--- src/design/pdt_pkg.sv ---
// constants shared by the prescaler dual-timer design
package pdt_pkg;
   // sizes
   localparam int PRE_W = 11;
   localparam int CNT_W = 8;
   localparam int NIB_W = 4;
   localparam int ADDR_W = 12;
   localparam int WORD_W = ADDR_W - 2;

   // register indices; the byte address is four times the index
   localparam logic [3:0] IDX_IRQ_A = 4'h1;
   localparam logic [3:0] IDX_IRQ_B = 4'h2;
   localparam logic [3:0] IDX_TA_SEL = 4'h8;
   localparam logic [3:0] IDX_TB_MODE = 4'h9;
   localparam logic [3:0] IDX_TB_LOW = 4'hA;
   localparam logic [3:0] IDX_TB_HIGH = 4'hB;

   // field positions
   localparam int FLAG_A_BIT = 2;
   localparam int MASK_A_BIT = 3;
   localparam int FLAG_B_BIT = 0;
   localparam int MASK_B_BIT = 1;
   localparam int RELOAD_EN_BIT = 3;

   // reset values
   localparam logic [PRE_W-1:0] PRE_RST = 11'h000;
   localparam logic [CNT_W-1:0] CNT_RST = 8'h00;
   localparam logic [2:0] TA_SEL_RST = 3'h0;
   localparam logic [3:0] TB_MODE_RST = 4'h0;
   localparam logic [CNT_W-1:0] RELOAD_RST = 8'h00;
   localparam logic [NIB_W-1:0] NIB_RST = 4'h0;
   localparam logic FLAG_RST = 1'b0;
   localparam logic MASK_RST = 1'b1;

   // prescaler taps as log2 of the divide ratio
   localparam logic [3:0] LOG_2048 = 4'hB;
   localparam logic [3:0] LOG_1024 = 4'hA;
   localparam logic [3:0] LOG_512 = 4'h9;
   localparam logic [3:0] LOG_128 = 4'h7;
   localparam logic [3:0] LOG_32 = 4'h5;

   // timer B clock code that selects the external event input
   localparam logic [2:0] TB_EXT_CODE = 3'h7;

   // mode delay shift: a write lands on the second cycle after it
   localparam logic [1:0] TB_DLY_START = 2'h1;
endpackage : pdt_pkg

--- src/design/pdt_top.sv ---
// prescaler, interval timer A and reload timer B behind an APB slave
//
// The implementer's own choice: the APB slave port.
`timescale 1ns/10ps
// Overview of operation
// - prescaler is an 11-bit up-counter stepping every system clock
// - prescaler clears on reset, counts after release, halts in stop mode
// - prescaler taps feed timer A and timer B
// - timer A counts selected ticks, wraps FF to 00 with an overflow
// - timer A overflow sets its request flag, address 1 bit 2
// - 3-bit timer A select picks divide 2048, 1024, 512, 128 or 32 for codes 0 to 4; codes 5 to 7 use TA_LOG_5..TA_LOG_7
// - both mode registers clear on reset, selecting divide 2048, no reload
// - timer B mode bit 3 enables auto-reload
// - timer B mode bits 2..0 pick its tap or the external event input
// - timer B mode write takes effect two cycles later
// - timer B overflows after FF, reloading or going to zero
// - timer B overflow sets its request flag, address 2 bit 0
// - load value written low then high; high write loads the counter
// - load register clears on reset
// - reading count high nibble latches low nibble for the next read
// - counter reads and load writes share addresses A and B
// - mask bits at address 1 bit 3 and address 2 bit 1 block requests
module pdt_top
   import pdt_pkg::*;
#(
   parameter logic [3:0] TA_LOG_5 = 4'h3,
   parameter logic [3:0] TA_LOG_6 = 4'h2,
   parameter logic [3:0] TA_LOG_7 = 4'h1,
   parameter logic [3:0] TB_LOG_4 = 4'h3,
   parameter logic [3:0] TB_LOG_5 = 4'h2,
   parameter logic [3:0] TB_LOG_6 = 4'h1
) (
   // clock and reset
   input wire logic pclk,
   input wire logic presetn,
   // apb slave
   input wire logic psel,
   input wire logic penable,
   input wire logic pwrite,
   input wire logic [ADDR_W-1:0] paddr,
   input wire logic [31:0] pwdata,
   input wire logic [3:0] pstrb,
   output logic [31:0] prdata,
   output logic pready,
   output logic pslverr,
   // device pins and status
   input wire logic stop_mode,
   input wire logic ext_event_input,
   output logic [PRE_W-1:0] presc_count,
   output logic irq
);
   typedef struct packed {
      logic [2:0] ta_sel;
      logic [3:0] tb_mode;
      logic [3:0] tb_pend;
      logic [1:0] tb_dly;
      logic [CNT_W-1:0] ta_cnt;
      logic [CNT_W-1:0] tb_cnt;
      logic [CNT_W-1:0] reload;
      logic [NIB_W-1:0] rd_latch;
      logic flag_a;
      logic flag_b;
      logic mask_a;
      logic mask_b;
      logic ev_prev;
      logic pready;
      logic pslverr;
      logic [31:0] prdata;
   } pdt_state_t;

   pdt_state_t st_r;
   pdt_state_t st_nxt;

   logic [PRE_W:1] tick;
   logic [3:0] ta_log;
   logic [3:0] tb_log;
   logic ta_tick;
   logic tb_tick;
   logic ev_fall;
   logic ovf_a;
   logic ovf_b;
   logic [WORD_W-1:0] word;
   logic hit_ia;
   logic hit_ib;
   logic hit_tas;
   logic hit_tbm;
   logic hit_lo;
   logic hit_hi;
   logic mapped;
   logic cap;
   logic done;
   logic wr;
   logic [31:0] rd_mux;

   pdt_prescaler #(
      .PW(PRE_W)
   ) u_pre (
      .pclk(pclk),
      .presetn(presetn),
      .halt(stop_mode),
      .count(presc_count),
      .tick(tick)
   );

   // tap choice per mode code
   always_comb begin
      unique case (st_r.ta_sel)
         3'h0: ta_log = LOG_2048;
         3'h1: ta_log = LOG_1024;
         3'h2: ta_log = LOG_512;
         3'h3: ta_log = LOG_128;
         3'h4: ta_log = LOG_32;
         3'h5: ta_log = TA_LOG_5;
         3'h6: ta_log = TA_LOG_6;
         3'h7: ta_log = TA_LOG_7;
      endcase
   end

   always_comb begin
      unique case (st_r.tb_mode[2:0])
         3'h0: tb_log = LOG_2048;
         3'h1: tb_log = LOG_512;
         3'h2: tb_log = LOG_128;
         3'h3: tb_log = LOG_32;
         3'h4: tb_log = TB_LOG_4;
         3'h5: tb_log = TB_LOG_5;
         3'h6: tb_log = TB_LOG_6;
         3'h7: tb_log = LOG_2048;
      endcase
   end

   // the event pin is active low, so a falling edge is one event
   assign ev_fall = st_r.ev_prev & ~ext_event_input & ~stop_mode;
   assign ta_tick = tick[ta_log];
   assign tb_tick = (st_r.tb_mode[2:0] == TB_EXT_CODE) ? ev_fall : tick[tb_log];
   assign ovf_a = ta_tick & (&st_r.ta_cnt);
   assign ovf_b = tb_tick & (&st_r.tb_cnt);

   // apb decode
   assign word = paddr[ADDR_W-1:2];
   assign hit_ia = (word == WORD_W'(IDX_IRQ_A));
   assign hit_ib = (word == WORD_W'(IDX_IRQ_B));
   assign hit_tas = (word == WORD_W'(IDX_TA_SEL));
   assign hit_tbm = (word == WORD_W'(IDX_TB_MODE));
   assign hit_lo = (word == WORD_W'(IDX_TB_LOW));
   assign hit_hi = (word == WORD_W'(IDX_TB_HIGH));
   assign mapped = hit_ia | hit_ib | hit_tas | hit_tbm | hit_lo | hit_hi;
   // first access cycle fetches read data, second completes the transfer
   assign cap = psel & penable & ~st_r.pready;
   assign done = psel & penable & st_r.pready;
   // a write with lane 0 off stores nothing, since every field is in lane 0
   assign wr = done & pwrite & pstrb[0] & mapped;

   always_comb begin
      rd_mux = 32'h0000_0000;
      if (hit_ia) begin
         rd_mux[FLAG_A_BIT] = st_r.flag_a;
         rd_mux[MASK_A_BIT] = st_r.mask_a;
      end
      if (hit_ib) begin
         rd_mux[FLAG_B_BIT] = st_r.flag_b;
         rd_mux[MASK_B_BIT] = st_r.mask_b;
      end
      if (hit_lo) begin
         rd_mux[NIB_W-1:0] = st_r.rd_latch;
      end
      if (hit_hi) begin
         rd_mux[NIB_W-1:0] = st_r.tb_cnt[CNT_W-1:NIB_W];
      end
   end

   always_comb begin
      st_nxt = st_r;
      st_nxt.ev_prev = ext_event_input;

      // bus handshake
      if (cap) begin
         st_nxt.pready = 1'b1;
         st_nxt.pslverr = ~mapped;
         st_nxt.prdata = pwrite ? 32'h0000_0000 : rd_mux;
         if (hit_hi && !pwrite) begin
            st_nxt.rd_latch = st_r.tb_cnt[NIB_W-1:0];
         end
      end
      if (done) begin
         st_nxt.pready = 1'b0;
      end

      // timer A is free running
      if (ta_tick) begin
         st_nxt.ta_cnt = st_r.ta_cnt + CNT_W'(1);
      end

      // timer B counts, then overflows to reload or zero
      if (tb_tick) begin
         if (ovf_b) begin
            st_nxt.tb_cnt = st_r.tb_mode[RELOAD_EN_BIT] ? st_r.reload : CNT_RST;
         end else begin
            st_nxt.tb_cnt = st_r.tb_cnt + CNT_W'(1);
         end
      end

      // delayed timer B mode
      st_nxt.tb_dly = {st_r.tb_dly[0], 1'b0};
      if (st_r.tb_dly[1]) begin
         st_nxt.tb_mode = st_r.tb_pend;
      end

      // register writes
      if (wr) begin
         if (hit_ia) begin
            st_nxt.mask_a = pwdata[MASK_A_BIT];
            if (pwdata[FLAG_A_BIT]) begin
               st_nxt.flag_a = 1'b0;
            end
         end
         if (hit_ib) begin
            st_nxt.mask_b = pwdata[MASK_B_BIT];
            if (pwdata[FLAG_B_BIT]) begin
               st_nxt.flag_b = 1'b0;
            end
         end
         if (hit_tas) begin
            st_nxt.ta_sel = pwdata[2:0];
         end
         if (hit_tbm) begin
            st_nxt.tb_pend = pwdata[3:0];
            st_nxt.tb_dly = TB_DLY_START;
         end
         if (hit_lo) begin
            st_nxt.reload[NIB_W-1:0] = pwdata[NIB_W-1:0];
         end
         if (hit_hi) begin
            // the load beats a same-cycle count or overflow
            st_nxt.reload[CNT_W-1:NIB_W] = pwdata[NIB_W-1:0];
            st_nxt.tb_cnt = {pwdata[NIB_W-1:0], st_r.reload[NIB_W-1:0]};
         end
      end

      // set wins over a same-cycle clear
      if (ovf_a) begin
         st_nxt.flag_a = 1'b1;
      end
      if (ovf_b) begin
         st_nxt.flag_b = 1'b1;
      end
   end

   always_ff @(posedge pclk or negedge presetn) begin
      if (!presetn) begin
         st_r.ta_sel <= TA_SEL_RST;
         st_r.tb_mode <= TB_MODE_RST;
         st_r.tb_pend <= TB_MODE_RST;
         st_r.tb_dly <= 2'h0;
         st_r.ta_cnt <= CNT_RST;
         st_r.tb_cnt <= CNT_RST;
         st_r.reload <= RELOAD_RST;
         st_r.rd_latch <= NIB_RST;
         st_r.flag_a <= FLAG_RST;
         st_r.flag_b <= FLAG_RST;
         st_r.mask_a <= MASK_RST;
         st_r.mask_b <= MASK_RST;
         st_r.ev_prev <= 1'b1;
         st_r.pready <= 1'b0;
         st_r.pslverr <= 1'b0;
         st_r.prdata <= 32'h0000_0000;
      end else begin
         st_r <= st_nxt;
      end
   end

   assign prdata = st_r.prdata;
   assign pready = st_r.pready;
   assign pslverr = st_r.pslverr & st_r.pready;
   // a mask of one blocks its flag
   assign irq = (st_r.flag_a & ~st_r.mask_a) | (st_r.flag_b & ~st_r.mask_b);

   // checks
   logic wr_tbm;
   logic wr_hi;
   assign wr_tbm = wr & hit_tbm;
   assign wr_hi = wr & hit_hi;

   // the edge that releases reset still finds the counter held, so it is skipped
   a_presc_step: assert property (@(posedge pclk) disable iff (!presetn)
      !stop_mode && $past(presetn) |=> presc_count == $past(presc_count) + PRE_W'(1))
      else $error("prescaler did not step");

   a_presc_hold: assert property (@(posedge pclk) disable iff (!presetn)
      stop_mode |=> $stable(presc_count))
      else $error("prescaler moved in stop mode");

   a_ta_wrap: assert property (@(posedge pclk) disable iff (!presetn)
      ovf_a |=> st_r.ta_cnt == CNT_RST && st_r.flag_a)
      else $error("timer A did not wrap with flag");

   a_ta_flag_cause: assert property (@(posedge pclk) disable iff (!presetn)
      $rose(st_r.flag_a) |-> $past(ovf_a))
      else $error("timer A flag set without overflow");

   a_ta_div_slow: assert property (@(posedge pclk) disable iff (!presetn)
      ta_tick && st_r.ta_sel == 3'h0 |-> presc_count == 11'h7FF)
      else $error("timer A tap wrong for code 0");

   a_modes_reset: assert property (@(posedge pclk) disable iff (!presetn)
      $rose(presetn) |-> st_r.ta_sel == TA_SEL_RST && st_r.tb_mode == TB_MODE_RST)
      else $error("mode registers not cleared");

   a_tb_reload: assert property (@(posedge pclk) disable iff (!presetn)
      ovf_b && !wr_hi && st_r.tb_mode[RELOAD_EN_BIT] |=> st_r.tb_cnt == $past(st_r.reload))
      else $error("timer B did not reload");

   a_tb_no_reload: assert property (@(posedge pclk) disable iff (!presetn)
      ovf_b && !wr_hi && !st_r.tb_mode[RELOAD_EN_BIT] |=> st_r.tb_cnt == CNT_RST)
      else $error("timer B did not clear on overflow");

   a_ta_count: assert property (@(posedge pclk) disable iff (!presetn)
      ta_tick && !ovf_a |=> st_r.ta_cnt == $past(st_r.ta_cnt) + CNT_W'(1))
      else $error("timer A did not step on its tick");

   a_tb_ext_clk: assert property (@(posedge pclk) disable iff (!presetn)
      tb_tick && st_r.tb_mode[2:0] == TB_EXT_CODE |-> $past(ext_event_input) && !ext_event_input)
      else $error("external count without falling edge");

   a_tb_mode_delay: assert property (@(posedge pclk) disable iff (!presetn)
      wr_tbm |-> ##3 st_r.tb_mode == $past(pwdata[3:0], 3))
      else $error("timer B mode delay wrong");

   a_tb_flag_win: assert property (@(posedge pclk) disable iff (!presetn)
      ovf_b |=> st_r.flag_b)
      else $error("timer B flag lost");

   a_load_high: assert property (@(posedge pclk) disable iff (!presetn)
      wr_hi |=> st_r.tb_cnt == {$past(pwdata[3:0]), $past(st_r.reload[3:0])})
      else $error("high nibble write did not load counter");

   a_read_latch: assert property (@(posedge pclk) disable iff (!presetn)
      cap && hit_hi && !pwrite |=> st_r.rd_latch == $past(st_r.tb_cnt[3:0]))
      else $error("low nibble not latched");

   a_apb_answer: assert property (@(posedge pclk) disable iff (!presetn)
      cap |=> pready ##1 !pready)
      else $error("apb answer timing wrong");

   c_ta_ovf: cover property (@(posedge pclk) disable iff (!presetn) ovf_a);
   c_tb_reload: cover property (@(posedge pclk) disable iff (!presetn)
      ovf_b && st_r.tb_mode[RELOAD_EN_BIT]);
   c_tb_ext: cover property (@(posedge pclk) disable iff (!presetn)
      tb_tick && st_r.tb_mode[2:0] == TB_EXT_CODE);
   c_irq: cover property (@(posedge pclk) disable iff (!presetn) $rose(irq));
endmodule : pdt_top

--- src/design/pdt_prescaler.sv ---
// free-running prescaler with one divide tick per bit
`timescale 1ns/10ps
module pdt_prescaler
   import pdt_pkg::*;
#(
   parameter int PW = PRE_W
) (
   // clock and reset
   input wire logic pclk,
   input wire logic presetn,
   // control
   input wire logic halt,
   // outputs
   output logic [PW-1:0] count,
   output logic [PW:1] tick
);
   typedef struct packed {
      logic [PW-1:0] cnt;
   } pdt_pre_t;

   pdt_pre_t st_r;
   pdt_pre_t st_nxt;

   always_comb begin
      st_nxt = st_r;
      if (!halt) begin
         st_nxt.cnt = st_r.cnt + PW'(1);
      end
   end

   always_ff @(posedge pclk or negedge presetn) begin
      if (!presetn) begin
         st_r.cnt <= PW'(PRE_RST);
      end else begin
         st_r <= st_nxt;
      end
   end

   assign count = st_r.cnt;

   // tick k marks the edge that closes a period of 2**k clocks
   genvar k;
   generate
      for (k = 1; k <= PW; k++) begin : g_tap
         assign tick[k] = ~halt & (&st_r.cnt[k-1:0]);
      end
   endgenerate
endmodule : pdt_prescaler

--- config.mk ---
export PLATFORM = sky130hd
export DESIGN_NAME = pdt_top
export DESIGN_NICKNAME = d
export VERILOG_FILES = /design/src/design/pdt_pkg.sv /design/src/design/pdt_top.sv /design/src/design/pdt_prescaler.sv
export SDC_FILE = /design/constraint.sdc
export NUM_CORES = 1
export LEC_CHECK = 0
export ABC_AREA = 1
export BUFFER_PORTS_ARGS = -buffer_cell sky130_fd_sc_hd__buf_2
export CORE_ASPECT_RATIO = 0.7
export CORE_MARGIN = 2
export CORE_UTILIZATION = 55
export CTS_BUF_LIST = sky130_fd_sc_hd__clkbuf_4 sky130_fd_sc_hd__clkbuf_8
export CTS_CLUSTER_SIZE = 12
export DETAILED_ROUTE_END_ITERATION = 8
export PLACE_DENSITY = 0.82
export SETUP_SLACK_MARGIN = 0.02
export SLEW_MARGIN = 5
export SYNTH_ARGS = -nofsm -noshare
export SYNTH_HDL_FRONTEND = slang
export SYNTH_HIERARCHICAL = 1
export SYNTH_SLANG_ARGS = --single-unit
--- constraint.sdc ---
create_clock -name pclk -period 3.9 [get_ports pclk]
set_input_delay 0.78 -clock pclk [delete_from_list [all_inputs] [get_ports pclk]]
set_output_delay 0.78 -clock pclk [all_outputs]
set_load 0.01 [all_outputs]
### Word-level counts from Yosys, hierarchy flattened

Memory sizes are Yosys's and may differ from the RTL's.
Cells that the tools add are included.

| storage, ports and cells | value |
|---|---|
| flip-flop bits (word level) | 91 |
| bits in read-only memories | 64 |
| output and inout port bits | 46 |
| memories kept | 2 |

Memories:

| memory | depth | bits a word | rd ports | clocked after memory_dff | write ports | line | RTL |
|---|---|---|---|---|---|---|---|
| (no name shown) | 8 | 4 | 1 | 0 | 0 | pdt_top.sv:120 | `unique case (st_r.tb_mode[2:0])` |
| (no name shown) | 8 | 4 | 1 | 0 | 0 | pdt_top.sv:107 | `unique case (st_r.ta_sel)` |

| operators by class | value |
|---|---|
| add/subtract/negate cells | 3 |
| order comparisons | 2 |
| equality and inequality tests | 7 |
| mux-type cells | 29 |
| bitwise operators | 36 |
| reductions and logical operators | 30 |

Operators by type and width:

| operator | count |
|---|---|
| $eq 10x4->1 const B | 4 |
| $mux 34 | 1 |
| $and 1x1->1 | 24 |
| $mux 8 | 3 |
| $reduce_and 8->1 | 3 |
| $mux 4 | 5 |
| $add 8x1->8 const B | 2 |
| $mux 16 | 1 |
| $reduce_and 2->1 | 8 |
| $reduce_bool 2->1 | 7 |
| $mux 1 | 12 |
| $mux 12 | 1 |
| $add 11x1->11 const B | 1 |
| $reduce_and 11->1 | 1 |
| $eq 10x1->1 const B | 1 |
| $eq 10x2->1 const B | 1 |
| $lt 4x5->1 const B | 2 |
| $reduce_and 10->1 | 1 |
| $reduce_and 3->1 | 3 |
| $reduce_and 9->1 | 1 |
| $bmux 1 s4 | 2 |
| $mux 2 | 4 |
| $reduce_and 7->1 | 1 |
| $not 1->1 | 6 |
| other kinds (7) | 12 |

### Depth between registers and ports, before layout

| logic depth | value |
|---|---|
| depth in word-level cells | 10 |
| depth in mapped cells | 19 |
| depth with buffers taken out | 18 |

### Hierarchy

Netlist, hierarchy kept.

By module, submodules not included:

| module | times used | cells an instance | area an instance (sq um) |
|---|---|---|---|
| pdt_top | 1 | 466 | 3540.9 |
| pdt_prescaler | 1 | 89 | 691.9 |

### Least setup slack after synthesis

Ideal clock, no wire load.

| timing | value |
|---|---|
| path type | reg2reg |
| start point | reg u_pre.st_r, in the netlist u_pre/count[0] |
| end point | reg st_r[57] (netlist name) |
| setup time | 118 ps |
| arrival | 2080 ps |
| required time | 3782 ps |
| setup slack | 1702 ps |
| stages on the path, launching flop included | 19 |
| buffers on the path | 1 |
| clock period less this slack | 2198 ps |
| cell sequence | dfrtp_1 -> ha_1 -> inv_1 -> nor4_1 -> ha_1 -> inv_1 -> nor2_1 -> inv_1 -> nand2_1 -> nand3_1 -> nand2_1 -> nand2_1 -> nand2_2 -> buf_6 -> inv_1 -> nand2_1 -> nand2_1 -> nand2_1 -> nand2_1 |

RTL lines:

| item | line | RTL |
|---|---|---|
| from (decl) | pdt_prescaler.sv:21 | `pdt_pre_t st_r;` |
| from (signal assigned) | pdt_prescaler.sv:35 | `st_r <= st_nxt;` |
| to (signal assigned) | pdt_top.sv:268 | `st_r <= st_nxt;` |
| to (decl) | pdt_top.sv:71 | `pdt_state_t st_r;` |

==> summary.md <==
| Metric | Value |
|---|---|
| CTS root buf | clkbuf_8 |
| Setup CP Type | flip-flop to flip-flop |
| Antenna diodes | 0 |
| Max-cap viol count | 0 |
| Crit-path cells | ha_1 -> inv_1 -> nor4_1 -> ha_1 -> inv_1 -> nor2_1 -> inv_1 -> nand2_1 -> nand3_1 -> nand2_1 -> nand2_1 -> nand2_2 -> nand3_1 -> nand2_1 -> nand2_1 -> nand2_1 -> inv_1 |
| Sink Count | between 60 and 70 |
| Total track usage | 22.80% |
| Register area share after synthesis | 37.33% |
| Fin. max-slew vios | 0 |
| Drt via density | 5.053 |
| Arrival time worst endpoint | 2760 ps |
| Pwr Total | 1524 uW |
| Largest net degree at the start of global routing | 41 |
| Top cell type's share of synthesized area | 35.47% |
| Post-DP HPWL | 6615 um |
| FP Rows | 26 |
| Slew HR | 40.72% |
| Max FO, Critical Path | 12 |
| Crit. Startpoint | u_pre/count[0] |
| Die area | 0.008425 mm2 |
| R2R depth | 17 |
| DRC Markers | 0 |
| Worst reg2reg startpoint | u_pre/count[0] |
| Worst endpoint required time | 4130 ps |
| Gpl congestion | 0.9415 |
| Final WL | 8972 um |
| Fin crit period | 2528 ps |
| Warnings from Yosys | 6 |
| CP delay by family, top | simple AND/OR/NAND/NOR gates |
| Starting DRT DRC Count | 330 |
| Outcome | complete, no violations |
| Fill cells | 651 |
| Clock buffer depth | 2 |
| Setup total negative slack | 0 ps |
| First-pass GRT wire length | 15080 um |
| Crit path to | st_r[54] |
| Antenna violations before repair | 0 |
| Pleak | 0.002445 uW |
| CTS Hold Buffers Added | 0 |
| Worst Setup Start Kind | flip-flop |
| Syn Area/Cell | 7.627 um2 |
| Max Fclk | 395.6 MHz |
| Number of global-route vias before repair | 3268 |
| CTS clk-pin slew, worst paths | 70 ps |
| Chip Width | 108.9 um |
| Number of cells on the critical path | 17 |
| Unrepaired setup endpoints after global routing | no |
| Mapped cell area | ~0.0042 mm2 |
| Worst clock skew | 12.39 ps |
| Buf/Inv on CP | 4 |
| Top cells by area, synth | dfrtp_1, nand2_1, inv_1 |
| Worst path max stage delay | 450 ps |
| Vias | 3512 |
| Cell Pwr Density | 337.5 mW/mm2 |
| Post-CTS sizing | 0 |
| R2R setup slack | 1370 ps |
| Reg-to-Reg End | st_r[54] |
| Hold Crit Class | flip-flop to flip-flop |
| Die height | 77.40 um |
| Tcrit/Tclk final | 64.82% |
| Synthesis-to-finish area growth | 6.680% |
| Worst skew pair latency | 340 ps |
| DR pass1 iterations | 5 |
| Core area | roughly 0.0074 mm2 |
| Grt ovf | 0 |
| Avg WL per Cell | around 13 um |
| Initial Util | 57.32% |
| Slew @ Worst Pin | 889.2 ps |
| Final setup vio count | 0 |
| Synth cell types | 36 |
| Post-CTS Setup Inserts | 0 |
| VDD IR-drop max | roughly 0.17 mV |
| Cell count after synthesis | 555 |
| Residual antenna-violating net count after detailed routing | 0 |
| Most used cell, CP | nand2_1 |
| CTS buffer count | 9 |
| Critical path's slowest cell | dfrtp_1 |
| Port Buf Inserts | 39 |
| Final Hold Viols | 0 |
| Top Ports | 101 |
| Synth Register Bits | 63 |
| H-tree depth | 3 |
| Ratio of cells with drive above 1 in the final layout | 18.59% |
| Area leader, netlist | dfrtp_1 |
| Layout Nets | 658 |
| CTS tree | built |
| CP endpoint kind | flip-flop |
==> state kept, by name, indices dropped and copies added, names as in the netlist <==
signal and count:
st_r 47, u_pre/count 11, prdata 4, pready 1
==> cell type report <==
class | count | area [um2] | area share, %
clock buffers | 11 | 145.1 | 3.214
clock inverters | 5 | 57.56 | 1.275
inverters | 80 | 307.8 | 6.816
multi-input cells | 398 | 2100 | 46.49
flip-flops and latches | 63 | 1580 | 35.00
well taps | 98 | 122.6 | 2.715
repair buffers | 40 | 202.7 | 4.489
==> synthesized netlist by cell type (all sizes together) <==
cell / count
a21oi: 4
buf: 41
conb: 1
dfrtp: 60
dfstp: 3
ha: 11
inv: 80
mux2: 2
nand2: 194
nand3: 56
nand3b: 1
nand4: 14
nor2: 38
nor3: 3
nor4: 1
o211ai: 1
o21ai: 31
o22ai: 2
or2: 3
xnor2: 4
xor2: 5
==> per-layer routing <==
metal / track usage (%) / up-vias / share of wire (%)
met5: 0 / - / 0
met4: 7.692 / 0 / 1.6
met3: 4.118 / 13 / 6.7
met2: 35.00 / 140 / 46
met1: 32.52 / 1609 / 46
li1: - / 1750 / -
==> how the worst min path moves through the flow <==
stage	start	endpoint	slack, ps	cells after the start
global placement	st_r[67]	st_r[68]	450	2
floorplan	st_r[67]	st_r[68]	450	2
CTS	st_r[67]	st_r[68]	490	2
detailed placement	prdata[3]	prdata[3]	470	2
finish	st_r[67]	st_r[68]	480	2
global route	st_r[67]	st_r[68]	510	2
==> worst reg2reg max path: cells and delay by family (launching register included) <==
kind,cells,cell delay (ps)
adder cells (fa/ha/maj),2,480
flip-flops,1,450
buffers and inverters,4,240
AND/OR/NAND/NOR,11,1270
==> report_power, final <==
part	internal [uW]	switching (uW)	total (uW)
Sequential	685	43.3	729
Combinational	69.9	141	210
Clock	319	267	585
Total	1070	450	1520
==> layout by cell type, fill, tap and decap left out, types with 5 or more instances in the layout <==
master,netlist,layout
xor2_1,5,5
clkbuf_8,0,10
o21ai_1,9,9
nor2_2,6,6
nand2_2,10,10
nand3_2,6,6
inv_1,76,76
buf_2,0,39
nand2_1,178,178
ha_1,11,11
nand2_4,6,6
dfrtp_1,60,60
nor2_1,23,23
o21ai_0,20,20
nand4_1,14,14
conb_1,1,28
nand3_1,46,46
nor2_4,7,7
==> through the flow <==
step | hold WS [ps] | setup WS [ps] | instances | util (%) | area, um2
final | 483.2 | 1372 | 695 | 61.15 | 4516
after global routing | 513.5 | 1055 | 695 | 61.15 | 4516
after CTS | 486.2 | 1415 | 695 | 61.15 | 4516
after detailed placement | 469.1 | 1312 | 679 | 58.40 | 4313
after global placement | 453.1 | 1385 | 679 | 58.40 | 4313
after floorplan | 448.0 | 1702 | 582 | - | 4334
==> cell families after synthesis <==
logic type / after synthesis / share of synthesized area, %
simple gates: 310 / 36.30
buf+inv: 121 / 15.46
flops: 63 / 37.33
compound gates: 38 / 4.995
fa+ha+maj: 11 / 3.252
xor+xnor: 9 / 1.862
mux: 2 / 0.7095
other cells: 1 / 0.08859
Power figures use the tool's default switching activity.
